[src/gpi_pkg.sv]
package gpi_pkg;
    // ********************************************************
    // image geometry
    // ********************************************************
    localparam int DS1_LEN = 50;
    localparam int DS3_LEN = 60;
    localparam int DS4_LEN = 60;
    localparam int NUM_MOD = 12;
    localparam int CTRL_IO_BYTES = 4;
    localparam int CTRL_STATE_BYTES = 10;
    localparam int MOD_STATE_BYTES = 4;
    localparam int DS1_DIRECT_BASE = 4;
    localparam int DS1_DIRECT_SLOTS = 8;
    localparam int DS1_IN_BASE = 12;
    localparam int DS1_OUT_BASE = 24;
    localparam int DS1_SUM_BASE = 36;
    localparam int DS3_MOD_BASE = 12;
    localparam logic [5:0] DIRECT_LEN_RST = 6'h04;
    localparam logic [5:0] DIRECT_LEN_MAX = 6'h32;
    localparam logic [5:0] DS1_WORDS = 6'h0d;
    localparam logic [5:0] DS3_WORDS = 6'h0f;
    localparam logic [5:0] DS4_WORDS = 6'h0f;
    // controller state bytes whose bits are reserved and read as one
    localparam logic [7:0] CTRL_RSV_MASK [CTRL_STATE_BYTES] = '{
        8'h01, 8'h30, 8'h00, 8'h00, 8'h00, 8'h00, 8'h00, 8'hff,
        8'h00, 8'h00};
    localparam logic [7:0] RSV_BYTE = 8'hff;
    // ********************************************************
    // register map (byte addresses)
    // ********************************************************
    localparam logic [11:0] DS1_ADDR = 12'h000;
    localparam logic [11:0] DS3_ADDR = 12'h100;
    localparam logic [11:0] DS4_ADDR = 12'h200;
    localparam logic [11:0] CTRL_ADDR = 12'h300;
    localparam logic [11:0] STAT_ADDR = 12'h304;
    localparam int CTRL_LEN_LSB = 0;
    localparam int CTRL_SUM_BIT = 8;
    // ********************************************************
    // carriers
    // ********************************************************
    typedef struct packed {
        logic [7:0] in_val;
        logic [7:0] in_reject;
        logic [3:0] in_pair_ok;
        logic [3:0] in_pair_cfg;
        logic [7:0] out_cmd;
        logic [3:0] out_pair_cfg;
        logic [31:0] state;
    } gpi_mod_t;
    typedef struct packed {
        logic [31:0] data;
        logic valid;
    } gpi_fwd_t;
endpackage : gpi_pkg

[src/gpi_image.sv]
// Operation
// - direct logic output region defaults to four bytes of data set 1.
// - direct region length is configurable up to all 50 bytes.
// - data set 1 may optionally carry four bytes of collective state.
// - data sets 3 and 4 have a fixed layout, configuration cannot alter it.
// - collective state is two-byte input and output summaries, 1 meaning ok.
// - summary bit 0 controller, 1..12 modules, 13/14 gateways, 15 reserved.
// - one pre-evaluated input byte per expansion module in data set 1.
// - rejected inputs from cross or two-channel checks are forced low.
// - paired inputs: even bit element state, odd bit pair ok flag.
// - one output byte per module holding logic commands.
// - reported command may differ from terminal after overload shut-off.
// - paired outputs: even bit carries command, odd bit held low.
// - data set 1 bytes 32 to 35 hold outputs of modules 9 to 12.
// - two gateways forward received network data to each other.
// - ten controller state bytes sent in the fixed state data set.
// - each module sends four state bytes, little-endian 32-bit word.
// - controller state bits 1 for ok, reserved bits always read 1.
// - at the default length, bytes 0-3 controller io, bytes 4-7 direct logic output data.
`timescale 1ns/10ps
module gpi_image #(
    parameter int NUM_MOD = gpi_pkg::NUM_MOD
) (
    input wire logic clk,
    input wire logic rst_b,
    input wire logic psel,
    input wire logic penable,
    input wire logic pwrite,
    input wire logic [11:0] paddr,
    input wire logic [31:0] pwdata,
    output logic [31:0] prdata,
    output logic pready,
    output logic pslverr,
    input wire logic cycle_done,
    input wire logic [31:0] ctrl_io,
    input wire logic [79:0] ctrl_state,
    input wire logic [49:0][7:0] direct_data,
    input wire gpi_pkg::gpi_mod_t [NUM_MOD-1:0] mods,
    input wire logic [14:0] sum_in_ok,
    input wire logic [14:0] sum_out_ok,
    input wire gpi_pkg::gpi_fwd_t gw1_rx,
    input wire gpi_pkg::gpi_fwd_t gw2_rx,
    output gpi_pkg::gpi_fwd_t gw1_tx,
    output gpi_pkg::gpi_fwd_t gw2_tx,
    output logic [15:0] cycle_count
);
    // ********************************************************
    // storage
    // ********************************************************
    logic [7:0] ds1 [gpi_pkg::DS1_LEN];
    logic [7:0] ds3 [gpi_pkg::DS3_LEN];
    logic [7:0] next_ds1 [gpi_pkg::DS1_LEN];
    logic [7:0] next_ds3 [gpi_pkg::DS3_LEN];
    logic [5:0] direct_len;
    logic sum_en;
    logic [5:0] direct_start;
    logic [6:0] direct_end;
    logic [15:0] in_sum;
    logic [15:0] out_sum;
    logic apb_write;
    logic apb_access;
    logic [NUM_MOD-1:0][7:0] mod_in;
    logic [NUM_MOD-1:0][7:0] mod_out;

    // ********************************************************
    // byte builders
    // ********************************************************
    function automatic logic [7:0] in_byte(input gpi_pkg::gpi_mod_t m);
        logic [7:0] v;
        v = m.in_val & ~m.in_reject;
        for (int p = 0; p < 4; p++) begin
            if (m.in_pair_cfg[p]) begin
                v[2*p+1] = m.in_pair_ok[p];
            end
        end
        return v;
    endfunction : in_byte

    function automatic logic [7:0] out_byte(input gpi_pkg::gpi_mod_t m);
        logic [7:0] v;
        // command from logic, not terminal level (overload may cut it)
        v = m.out_cmd;
        for (int p = 0; p < 4; p++) begin
            if (m.out_pair_cfg[p]) begin
                v[2*p+1] = 1'b0;
            end
        end
        return v;
    endfunction : out_byte

    function automatic logic [31:0] pick_word(
        input logic [7:0] img [gpi_pkg::DS3_LEN],
        input int len,
        input logic [7:0] word_idx
    );
        logic [31:0] w;
        int b;
        w = '0;
        for (int k = 0; k < 4; k++) begin
            b = 4 * int'(word_idx) + k;
            if (b < len) begin
                w[8*k +: 8] = img[b];
            end
        end
        return w;
    endfunction : pick_word

    function automatic logic [31:0] ds1_word(input logic [5:0] idx);
        logic [31:0] w;
        int b;
        w = '0;
        for (int k = 0; k < 4; k++) begin
            b = 4 * int'(idx) + k;
            if (b < gpi_pkg::DS1_LEN) begin
                w[8*k +: 8] = ds1[b];
            end
        end
        return w;
    endfunction : ds1_word

    // bit 15 is reserved and held low so it never reads as a good module
    function automatic logic [15:0] sum_word(input logic [14:0] ok);
        logic [15:0] s;
        s = 16'h0000;
        s[0] = ok[0];
        s[12:1] = ok[12:1];
        s[14:13] = ok[14:13];
        return s;
    endfunction : sum_word

    // refusal decode, shared by the error flag and the read data
    function automatic logic ask_refused(
        input logic [11:0] a,
        input logic w,
        input logic [5:0] len
    );
        logic bad;
        bad = 1'b1;
        if (a[1:0] != 2'h0) begin
            bad = 1'b1;
        end else if (a < gpi_pkg::DS3_ADDR) begin
            bad = w || a[7:2] >= gpi_pkg::DS1_WORDS;
        end else if (a < gpi_pkg::DS4_ADDR) begin
            bad = w || a[7:2] >= gpi_pkg::DS3_WORDS;
        end else if (a < gpi_pkg::CTRL_ADDR) begin
            bad = w || a[7:2] >= gpi_pkg::DS4_WORDS;
        end else if (a == gpi_pkg::CTRL_ADDR) begin
            // an oversized region is refused whole, never clipped
            bad = w && len > gpi_pkg::DIRECT_LEN_MAX;
        end else if (a == gpi_pkg::STAT_ADDR) begin
            bad = w;
        end
        return bad;
    endfunction : ask_refused

    function automatic logic [31:0] read_word(input logic [11:0] a);
        logic [31:0] w;
        w = 32'h0000_0000;
        if (a < gpi_pkg::DS3_ADDR) begin
            w = ds1_word(a[7:2]);
        end else if (a < gpi_pkg::DS4_ADDR) begin
            w = pick_word(ds3, gpi_pkg::DS3_LEN, {2'h0, a[7:2]});
        end else if (a == gpi_pkg::CTRL_ADDR) begin
            w[gpi_pkg::CTRL_LEN_LSB +: 6] = direct_len;
            w[gpi_pkg::CTRL_SUM_BIT] = sum_en;
        end else if (a == gpi_pkg::STAT_ADDR) begin
            w[15:0] = cycle_count;
        end
        return w;
    endfunction : read_word

    // ********************************************************
    // per module bytes
    // ********************************************************
    for (genvar g = 0; g < NUM_MOD; g++) begin : g_mod
        assign mod_in[g] = in_byte(mods[g]);
        assign mod_out[g] = out_byte(mods[g]);
    end

    // ********************************************************
    // next images
    // ********************************************************
    always_comb begin
        in_sum = sum_word(sum_in_ok);
        out_sum = sum_word(sum_out_ok);
        // a wide region that cannot fit after the controller bytes
        // slides down so the full image can be used
        if (direct_len > 6'(gpi_pkg::DS1_LEN - gpi_pkg::DS1_DIRECT_BASE))
            begin
            direct_start = 6'(gpi_pkg::DS1_LEN) - direct_len;
        end else begin
            direct_start = 6'(gpi_pkg::DS1_DIRECT_BASE);
        end
        direct_end = {1'b0, direct_start} + {1'b0, direct_len};
    end

    always_comb begin
        for (int i = 0; i < gpi_pkg::DS1_LEN; i++) begin
            next_ds1[i] = 8'h00;
        end
        for (int i = 0; i < gpi_pkg::CTRL_IO_BYTES; i++) begin
            next_ds1[i] = ctrl_io[8*i +: 8];
        end
        for (int m = 0; m < NUM_MOD; m++) begin
            next_ds1[gpi_pkg::DS1_IN_BASE + m] = mod_in[m];
            next_ds1[gpi_pkg::DS1_OUT_BASE + m] = mod_out[m];
        end
        if (sum_en) begin
            next_ds1[gpi_pkg::DS1_SUM_BASE] = in_sum[7:0];
            next_ds1[gpi_pkg::DS1_SUM_BASE + 1] = in_sum[15:8];
            next_ds1[gpi_pkg::DS1_SUM_BASE + 2] = out_sum[7:0];
            next_ds1[gpi_pkg::DS1_SUM_BASE + 3] = out_sum[15:8];
        end
        for (int i = 0; i < gpi_pkg::DS1_LEN; i++) begin
            if (i >= int'(direct_start) && i < int'(direct_end)) begin
                next_ds1[i] = direct_data[i - int'(direct_start)];
            end
        end
    end

    // fixed layout, no configuration input reaches this image
    always_comb begin
        for (int i = 0; i < gpi_pkg::DS3_LEN; i++) begin
            next_ds3[i] = gpi_pkg::RSV_BYTE;
        end
        for (int i = 0; i < gpi_pkg::CTRL_STATE_BYTES; i++) begin
            next_ds3[i] = ctrl_state[8*i +: 8]
                | gpi_pkg::CTRL_RSV_MASK[i];
        end
        for (int m = 0; m < NUM_MOD; m++) begin
            for (int k = 0; k < gpi_pkg::MOD_STATE_BYTES; k++) begin
                next_ds3[gpi_pkg::DS3_MOD_BASE + 4*m + k] =
                    mods[m].state[8*k +: 8];
            end
        end
    end

    // ********************************************************
    // image capture
    // ********************************************************
    // whole image moves in one edge so a read never mixes cycles
    always_ff @(posedge clk or negedge rst_b) begin
        if (!rst_b) begin
            for (int i = 0; i < gpi_pkg::DS1_LEN; i++) begin
                ds1[i] <= 8'h00;
            end
        end else if (cycle_done) begin
            ds1 <= next_ds1;
        end
    end

    always_ff @(posedge clk or negedge rst_b) begin
        if (!rst_b) begin
            for (int i = 0; i < gpi_pkg::DS3_LEN; i++) begin
                ds3[i] <= gpi_pkg::RSV_BYTE;
            end
        end else if (cycle_done) begin
            ds3 <= next_ds3;
        end
    end

    always_ff @(posedge clk or negedge rst_b) begin
        if (!rst_b) begin
            cycle_count <= 16'h0000;
        end else if (cycle_done) begin
            cycle_count <= cycle_count + 16'h0001;
        end
    end

    // ********************************************************
    // gateway to gateway forwarding
    // ********************************************************
    always_ff @(posedge clk or negedge rst_b) begin
        if (!rst_b) begin
            gw1_tx <= '0;
            gw2_tx <= '0;
        end else begin
            gw2_tx.valid <= gw1_rx.valid;
            gw1_tx.valid <= gw2_rx.valid;
            if (gw1_rx.valid) begin
                gw2_tx.data <= gw1_rx.data;
            end
            if (gw2_rx.valid) begin
                gw1_tx.data <= gw2_rx.data;
            end
        end
    end

    // ********************************************************
    // apb slave, one wait state
    // ********************************************************
    // access edge that prepares the answer; the write lands one edge later
    assign apb_access = psel && penable && !pready;
    assign apb_write = psel && penable && pready && pwrite;

    always_ff @(posedge clk or negedge rst_b) begin
        if (!rst_b) begin
            direct_len <= gpi_pkg::DIRECT_LEN_RST;
        end else if (apb_write && paddr == gpi_pkg::CTRL_ADDR
            && !pslverr) begin
            direct_len <= pwdata[gpi_pkg::CTRL_LEN_LSB +: 6];
        end
    end

    always_ff @(posedge clk or negedge rst_b) begin
        if (!rst_b) begin
            sum_en <= 1'b0;
        end else if (apb_write && paddr == gpi_pkg::CTRL_ADDR
            && !pslverr) begin
            sum_en <= pwdata[gpi_pkg::CTRL_SUM_BIT];
        end
    end

    always_ff @(posedge clk or negedge rst_b) begin
        if (!rst_b) begin
            pready <= 1'b0;
        end else begin
            pready <= apb_access;
        end
    end

    always_ff @(posedge clk or negedge rst_b) begin
        if (!rst_b) begin
            pslverr <= 1'b0;
        end else if (apb_access) begin
            pslverr <= ask_refused(paddr, pwrite,
                pwdata[gpi_pkg::CTRL_LEN_LSB +: 6]);
        end else begin
            pslverr <= 1'b0;
        end
    end

    // refused accesses answer zero so stale image data never leaks out
    always_ff @(posedge clk or negedge rst_b) begin
        if (!rst_b) begin
            prdata <= 32'h0000_0000;
        end else if (apb_access) begin
            if (ask_refused(paddr, pwrite,
                pwdata[gpi_pkg::CTRL_LEN_LSB +: 6])) begin
                prdata <= 32'h0000_0000;
            end else begin
                prdata <= read_word(paddr);
            end
        end
    end

endmodule : gpi_image

[config.mk]
export PLATFORM = sky130hd
export DESIGN_NAME = gpi_image
export DESIGN_NICKNAME = d
export VERILOG_FILES = /design/src/gpi_pkg.sv /design/src/gpi_image.sv
export SDC_FILE = /design/constraint.sdc
export NUM_CORES = 2
export LEC_CHECK = 0
export BUFFER_PORTS_ARGS = -buffer_cell sky130_fd_sc_hd__buf_4
export CORE_AREA = 2 2 621 623
export CTS_BUF_LIST = sky130_fd_sc_hd__clkbuf_4 sky130_fd_sc_hd__clkbuf_8
export CTS_CLUSTER_SIZE = 14
export DETAILED_ROUTE_END_ITERATION = 7
export DIE_AREA = 0 0 623 625
export PLACE_DENSITY = 0.51
export REMOVE_ABC_BUFFERS = 1
export SKIP_LAST_GASP = 1
export SLEW_MARGIN = 20
export SYNTH_ARGS = -nofsm -noshare
export SYNTH_HDL_FRONTEND = slang
export SYNTH_SLANG_ARGS = --single-unit
[constraint.sdc]
create_clock -name clk -period 5.25 [get_ports clk]
set_input_delay 1.575 -clock clk [delete_from_list [all_inputs] [get_ports clk]]
set_output_delay 1.575 -clock clk [all_outputs]
set_load 0.01 [all_outputs]
Word level (Yosys, flattened, before mapping)
Cells that the tools add are included.
W data, S select, Z words.
{ "op_classes": {"eq_ne": 2, "n_reduce_logical": 62, "mux": 347, "magnitude_cmp": 169, "bitwise_logic": 28, "add_sub_neg": 56} }
{ "ops": {"columns": ["operator", "n"], "rows": [
  ["$bmux W8 S6", 58],
  ["$mux W8", 174],
  ["$lt A7 B8 Y1 const B", 50],
  ["$ge A32 B7 Y1 const B", 4],
  ["$lt A6 B7 Y1 const A", 18],
  ["$sub A6 B6 Y7 const A", 18],
  ["$lt A5 B7 Y1 const A", 16],
  ["$sub A5 B6 Y7 const A", 16],
  ["$ge A6 B6 Y1 const A", 18],
  ["$mux W1", 105],
  ["$and A8 B8 Y8", 12],
  ["$ge A5 B6 Y1 const A", 16],
  ["$lt A32 B7 Y1 const B", 3],
  ["$mux W32", 3],
  ["$not A8 Y8", 12],
  ["$not A9 Y32", 3],
  ["$logic_and A1 B1 Y1", 57],
  ["$lt A4 B7 Y1 const A", 8],
  ["$sub A4 B6 Y7 const A", 8],
  ["$ge A4 B6 Y1 const A", 8],
  ["$mux W16", 3],
  ["$not A8 Y32", 1],
  ["$lt A3 B7 Y1 const A", 4],
  ["$sub A3 B6 Y7 const A", 4],
  ["25 further kinds", 45]
]} }
{ "totals": {"out_inout_bits": 116, "in_bits": 1474, "ff_bits": 976} }

Logic depth before layout (Yosys ltp)
{ "logic_depth": {"word_depth": 9, "ltp_mapped": 23, "ltp_nobuf": 15} }

Worst setup path before layout
Ideal clock, no wire load.
{ "synth_timing": {"path_kind": "register to register", "startpoint": "reg direct_len[0]", "endpoint": "reg ds1[10] in the netlist's numbering", "n_path_buf": 10, "path_slack_ns": -0.348, "setup_time_ns": 0.080, "t_arrival_ns": 5.517, "stages_incl_launch_ff": 22, "synth_period_minus_slack_ns": 5.598, "path_cell_list": "dfrtp_1 > buf_2 > clkinv_1 > ha_1 > nand4b_4 > a21oi_2 > buf_4 > buf_2 > buf_2 > buf_4 > buf_2 > ha_1 > clkbuf_1 > inv_2 > buf_1 > clkbuf_1 > clkbuf_1 > mux4_2 > a22o_1 > a221oi_1 > mux2i_1 > o2bb2ai_1"} }
{ "synth_between": {"elab_chain_len": 7, "elab_cells_between_ends": 12, "classes_between": "add/sub: 3; order compare: 3; mux: 5; reduce/logical: 1"} }
{ "synth_rtl": {"columns": ["item", "line", "text"], "rows": [
  ["start: declaration", "gpi_image.sv:54", "logic [5:0] direct_len;"],
  ["start signal: assignment", "gpi_image.sv:298", "direct_len <= gpi_pkg::DIRECT_LEN_RST;"],
  ["start signal: assignment", "gpi_image.sv:301", "direct_len <= pwdata[gpi_pkg::CTRL_LEN_LSB +: 6];"],
  ["$sub A6 B6 Y6 or $gt A6 B6 Y1 (tied branches)", "gpi_image.sv:190, gpi_image.sv:188", null],
  ["$mux W6", "gpi_image.sv:188", "if (direct_len > 6'(gpi_pkg::DS1_LEN - gpi_pkg::DS1_DIRECT_BASE))"],
  ["$sub A6 B6 Y7", "gpi_image.sv:216", "next_ds1[i] = direct_data[i - int'(direct_start)];"],
  ["$bmux W8 S6", "gpi_image.sv:216", null],
  ["$mux W8 (not written as such) (2 in a row)", "gpi_image.sv:216", null],
  ["$mux W8 (*)", "gpi_image.sv:215", "if (i >= int'(direct_start) && i < int'(direct_end)) begin"],
  ["end signal: assignment", "gpi_image.sv:248", "ds1 <= next_ds1;"],
  ["end: declaration", "gpi_image.sv:50", "logic [7:0] ds1 [gpi_pkg::DS1_LEN];"]
]} }
Mark *: on every way between the ends. The rest lies on a longest branch, timed or not. The select of a mux whose other input is x is not followed.
A chain may end at the register's enable or synchronous reset.

Worst setup path after layout
{ "layout_timing": {"startpoint": "reg direct_len[0]", "endpoint": "reg ds1[131] in the netlist's numbering"} }
The elaborated chain is that of the path after synthesis.

==> metrics.md <==
| Metric | Value |
|---|---|
| Status | `finished with violations` |
| Violated checks | `DRC, setup timing` |
| Vias in the first global route | `85300` |
| Layout area overhead | `34.4%` |
| Register area share after synthesis | `0.300` |
| Max Cap Viol | `0` |
| Initial antenna violation count | `277` |
| Htree depth | `4` |
| Met2 wire length | `278000 µm` |
| Post-Syn Area | `83300 µm²` |
| Clock power share | `0.390` |
| RSZ-0062 raised after global routing | `no` |
| Mean Syn Cell Area | `10.1 µm²` |
| Total congestion overflow | `0` |
| Sw Ratio | `0.318` |
| Worst EP arrival | `6.11 ns` |
| Post-place setup slack | `0.195 ns` |
| IO Port Bufs | `1553` |
| Vias/cell | `just under 6` |
| Initial core utilization | `0.217` |
| Slew HR | `0.173` |
| Post-Syn Instances | `8288` |
| Clk pin slew, worst setup/hold paths | `about 0.06 ns` |
| Hold buffer count at CTS | `0` |
| Distinct cells, synth | `96` |
| Commonest non-fill, non-tap cell in the layout | `buf_4` |
| Detail Route met3 WL | `59500 µm` |
| Comb power frac | `0.239` |
| Pre-antenna DRT Iters | `8` |
| Critical path peak fanout | `8` |
| Fin. max-slew vios | `0` |
| Crit path time final | `5.26 ns` |
| Worst hold path type | `register to register` |
| DRT iter0 DRCs | `approximately 11000` |
| Pin count of the biggest net entering global routing | `128` |
| P_sw | `7740 µW` |
| Die Area | `389000 µm²` |
| Warnings, synthesis | `0` |
| DRT Wirelength | `620000 µm` |
| Slowest CP cell | `nor2_1` |
| Max layer used | `met5` |
| Worst path max stage delay | `roughly 1 ns` |
| Vias | `89500` |
| CTS Buf Count | `196` |
| CTS max path bufs | `4` |
| Pwr Density | `217 nW/µm²` |
| EDFF count, synth | `0` |
| Setup WS post-layout | `-0.0110 ns` |
| Post-DRT Antenna Nets | `0` |
| Core area | `384000 µm²` |
| Worst path most repeated cell | `nor2_1` |
| Total track usage | `0.305` |
| Critical Path, Cell by Cell | `clkinv_1 -> ha_4 -> nand4b_4 -> a21oi_4 -> buf_4 -> nor2_1 -> ha_1 -> nand3_1 -> and3_1 -> nand4b_1 -> a2bb2oi_1 -> buf_12 -> o311a_1 -> nor2_1 -> a32oi_1 -> o21ai_0` |
| Critical Path RT | `6.10 ns` |
| DP HPWL | `504000 µm` |
| Row cnt | `228` |
| DRC errors left | `2` |
| Final setup viols | `2` |
| CP Launch Type | `register` |
| Die Wd | `623 µm` |
| Hold WS | `0.478 ns` |
| CP Capture Type | `register` |
| F_max | `190 MHz` |
| Internal power | `16600 µW` |
| Final period util | `1.00` |
| Power share of the sequential group | `0.370` |
| GP Congestion | `between 1 and 1.5` |
| Crit Path Category | `register to register` |
| Pleak | `0.0462 µW` |
| Crit path buffers/inverters | `3` |
| Worst-margin pin slew | `1.24 ns` |
| Max VDD drop | `0.293 mV` |
| Detailed-route wire length per cell | `approximately 40 µm` |
| Clock sinks | `976` |
| Top Family by Delay on Critical Path | `simple AND/OR/NAND/NOR gates` |
| WL met1 | `226000 µm` |
| Clk_skew | `about 0.11 ns` |
| First-pass GRT wire length | `809000 µm` |
| Fin. Hold Viols | `0` |
| Root Buffer | `clkbuf_8` |
| Worst-Skew Late Latency | `1.02 ns` |
| Final #Nets | `about 12000` |
| Die Y | `625 µm` |
| Seq cells post-synth | `a little under 1000` |
| Async SR Flop Fraction | `1.00` |
| CTS tree | `yes` |
| # IOs | `1590` |
| Ys flop type | `dfrtp_1` |
| Ratio of cells with drive above 1 in the final layout | `0.452` |
| Leading cell types in the layout, fill and taps excluded | `buf_4, mux2i_1, mux2_2` |
[sequential cells by signal, summed over array words and instances (netlist names)]
name and count:
pslverr 1, ds3 453, sum_en 1, ds1 400
gw2_tx 33, cycle_count 16, prdata 32, direct_len 6
gw1_tx 33, pready 1
[repair_timing]
item,CTS,global route
gates resized for setup,0,5
setup endpoints to repair,0,7
buffers inserted,0,0
[worst register-to-register path, delay by kind of cell, from the launching register on]
kind,cells,cell delay (ns)
flip-flops,1,0.42
AO/OA/AOI/OAI,5,1.47
adder cells (fa/ha/maj),2,0.55
buffers and inverters,3,0.74
AND/OR/NAND/NOR,6,1.95
[synth_stat cells, types with 162 or more instances]
library cell	n	area, µm²
nor3_1	162	811
nand3_1	231	1160
dfstp_2	454	11900
mux2_2	697	7850
a21oi_1	357	1790
mux2i_1	731	7320
clkbuf_1	525	1970
o211ai_1	168	1260
o21ai_0	359	1800
mux4_2	524	11800
nor2_1	439	1650
o22ai_1	233	1460
nand2_1	561	2110
dfrtp_1	522	13100
[power by group through the flow]
stage / combinational (µW) / sequential (µW) / clock (µW)
floorplan: 2350 / 8900 / 0
global placement: 5690 / 9110 / 0
detailed placement: 5720 / 9120 / 0
CTS: 5740 / 9010 / 9730
global route: 6050 / 9090 / 10000
finish: 5830 / 9010 / 9510
[kinds of logic (layout without fill, tap and decap cells)]
| family | after synthesis | in the layout | synth area share |
|---|---|---|---|
| AO/OA/AOI/OAI | 2456 | 2456 | 0.209 |
| XOR/XNOR | 96 | 96 | 0.0112 |
| adder cells (fa/ha/maj) | 36 | 36 | 0.00540 |
| buffers and inverters | 906 | 2933 | 0.0433 |
| flip-flops | 976 | 976 | 0.300 |
| multiplexers | 1975 | 1975 | 0.327 |
| other | 0 | 142 | 0 |
| AND/OR/NAND/NOR | 1843 | 1843 | 0.105 |
[final cells by class]
| type | count | area [µm²] |
|---|---|---|
| diodes | 142 | 355 |
| inverters | 131 | 514 |
| flip-flops and latches | 976 | 25000 |
| repair buffers | 2438 | 19800 |
| clock inverters | 57 | 741 |
| clock buffers | 307 | 3930 |
| fillers | 40700 | 272000 |
| well taps | 5060 | 6330 |
| multi-input cells | 6406 | 55400 |
[final timing paths]
path                       cells after the start          to           from  slack [ns]
hold / removal                                 2   prdata[0]      prdata[0]        0.48
setup reg to reg                              16    ds1[131]  direct_len[0]       -0.01
hold reg to reg                                2   prdata[0]      prdata[0]        0.48
setup / recovery                              16    ds1[131]  direct_len[0]       -0.01
max in group asynchronous                      2  prdata[31]          rst_b        3.39
min in group asynchronous                      1  gw2_tx[17]          rst_b        0.66
[through the flow]
| stage | power, µW | instance area [µm²] | util | TNS, ns | instances |
|---|---|---|---|---|---|
| after floorplan | 11200 | 80200 | - | -7689.96 | 7513 |
| after global placement | 14800 | 107000 | 0.279 | -0.0548 | 15000 |
| after detailed placement | 14800 | 107000 | 0.279 | 0 | 15000 |
| after CTS | 24500 | 112000 | 0.291 | 0 | 15400 |
| after global routing | 25200 | 112000 | 0.292 | 0 | 15500 |
| final | 24400 | 112000 | 0.292 | -0.0146 | 15500 |
[routing by layer]
metal,global-route usage,up-vias
met3,0.0884,1631
met1,0.351,45400
met2,0.479,5681
met5,0,-
met4,0.234,112
li1,-,36800
(Power assumes the default switching activity.)
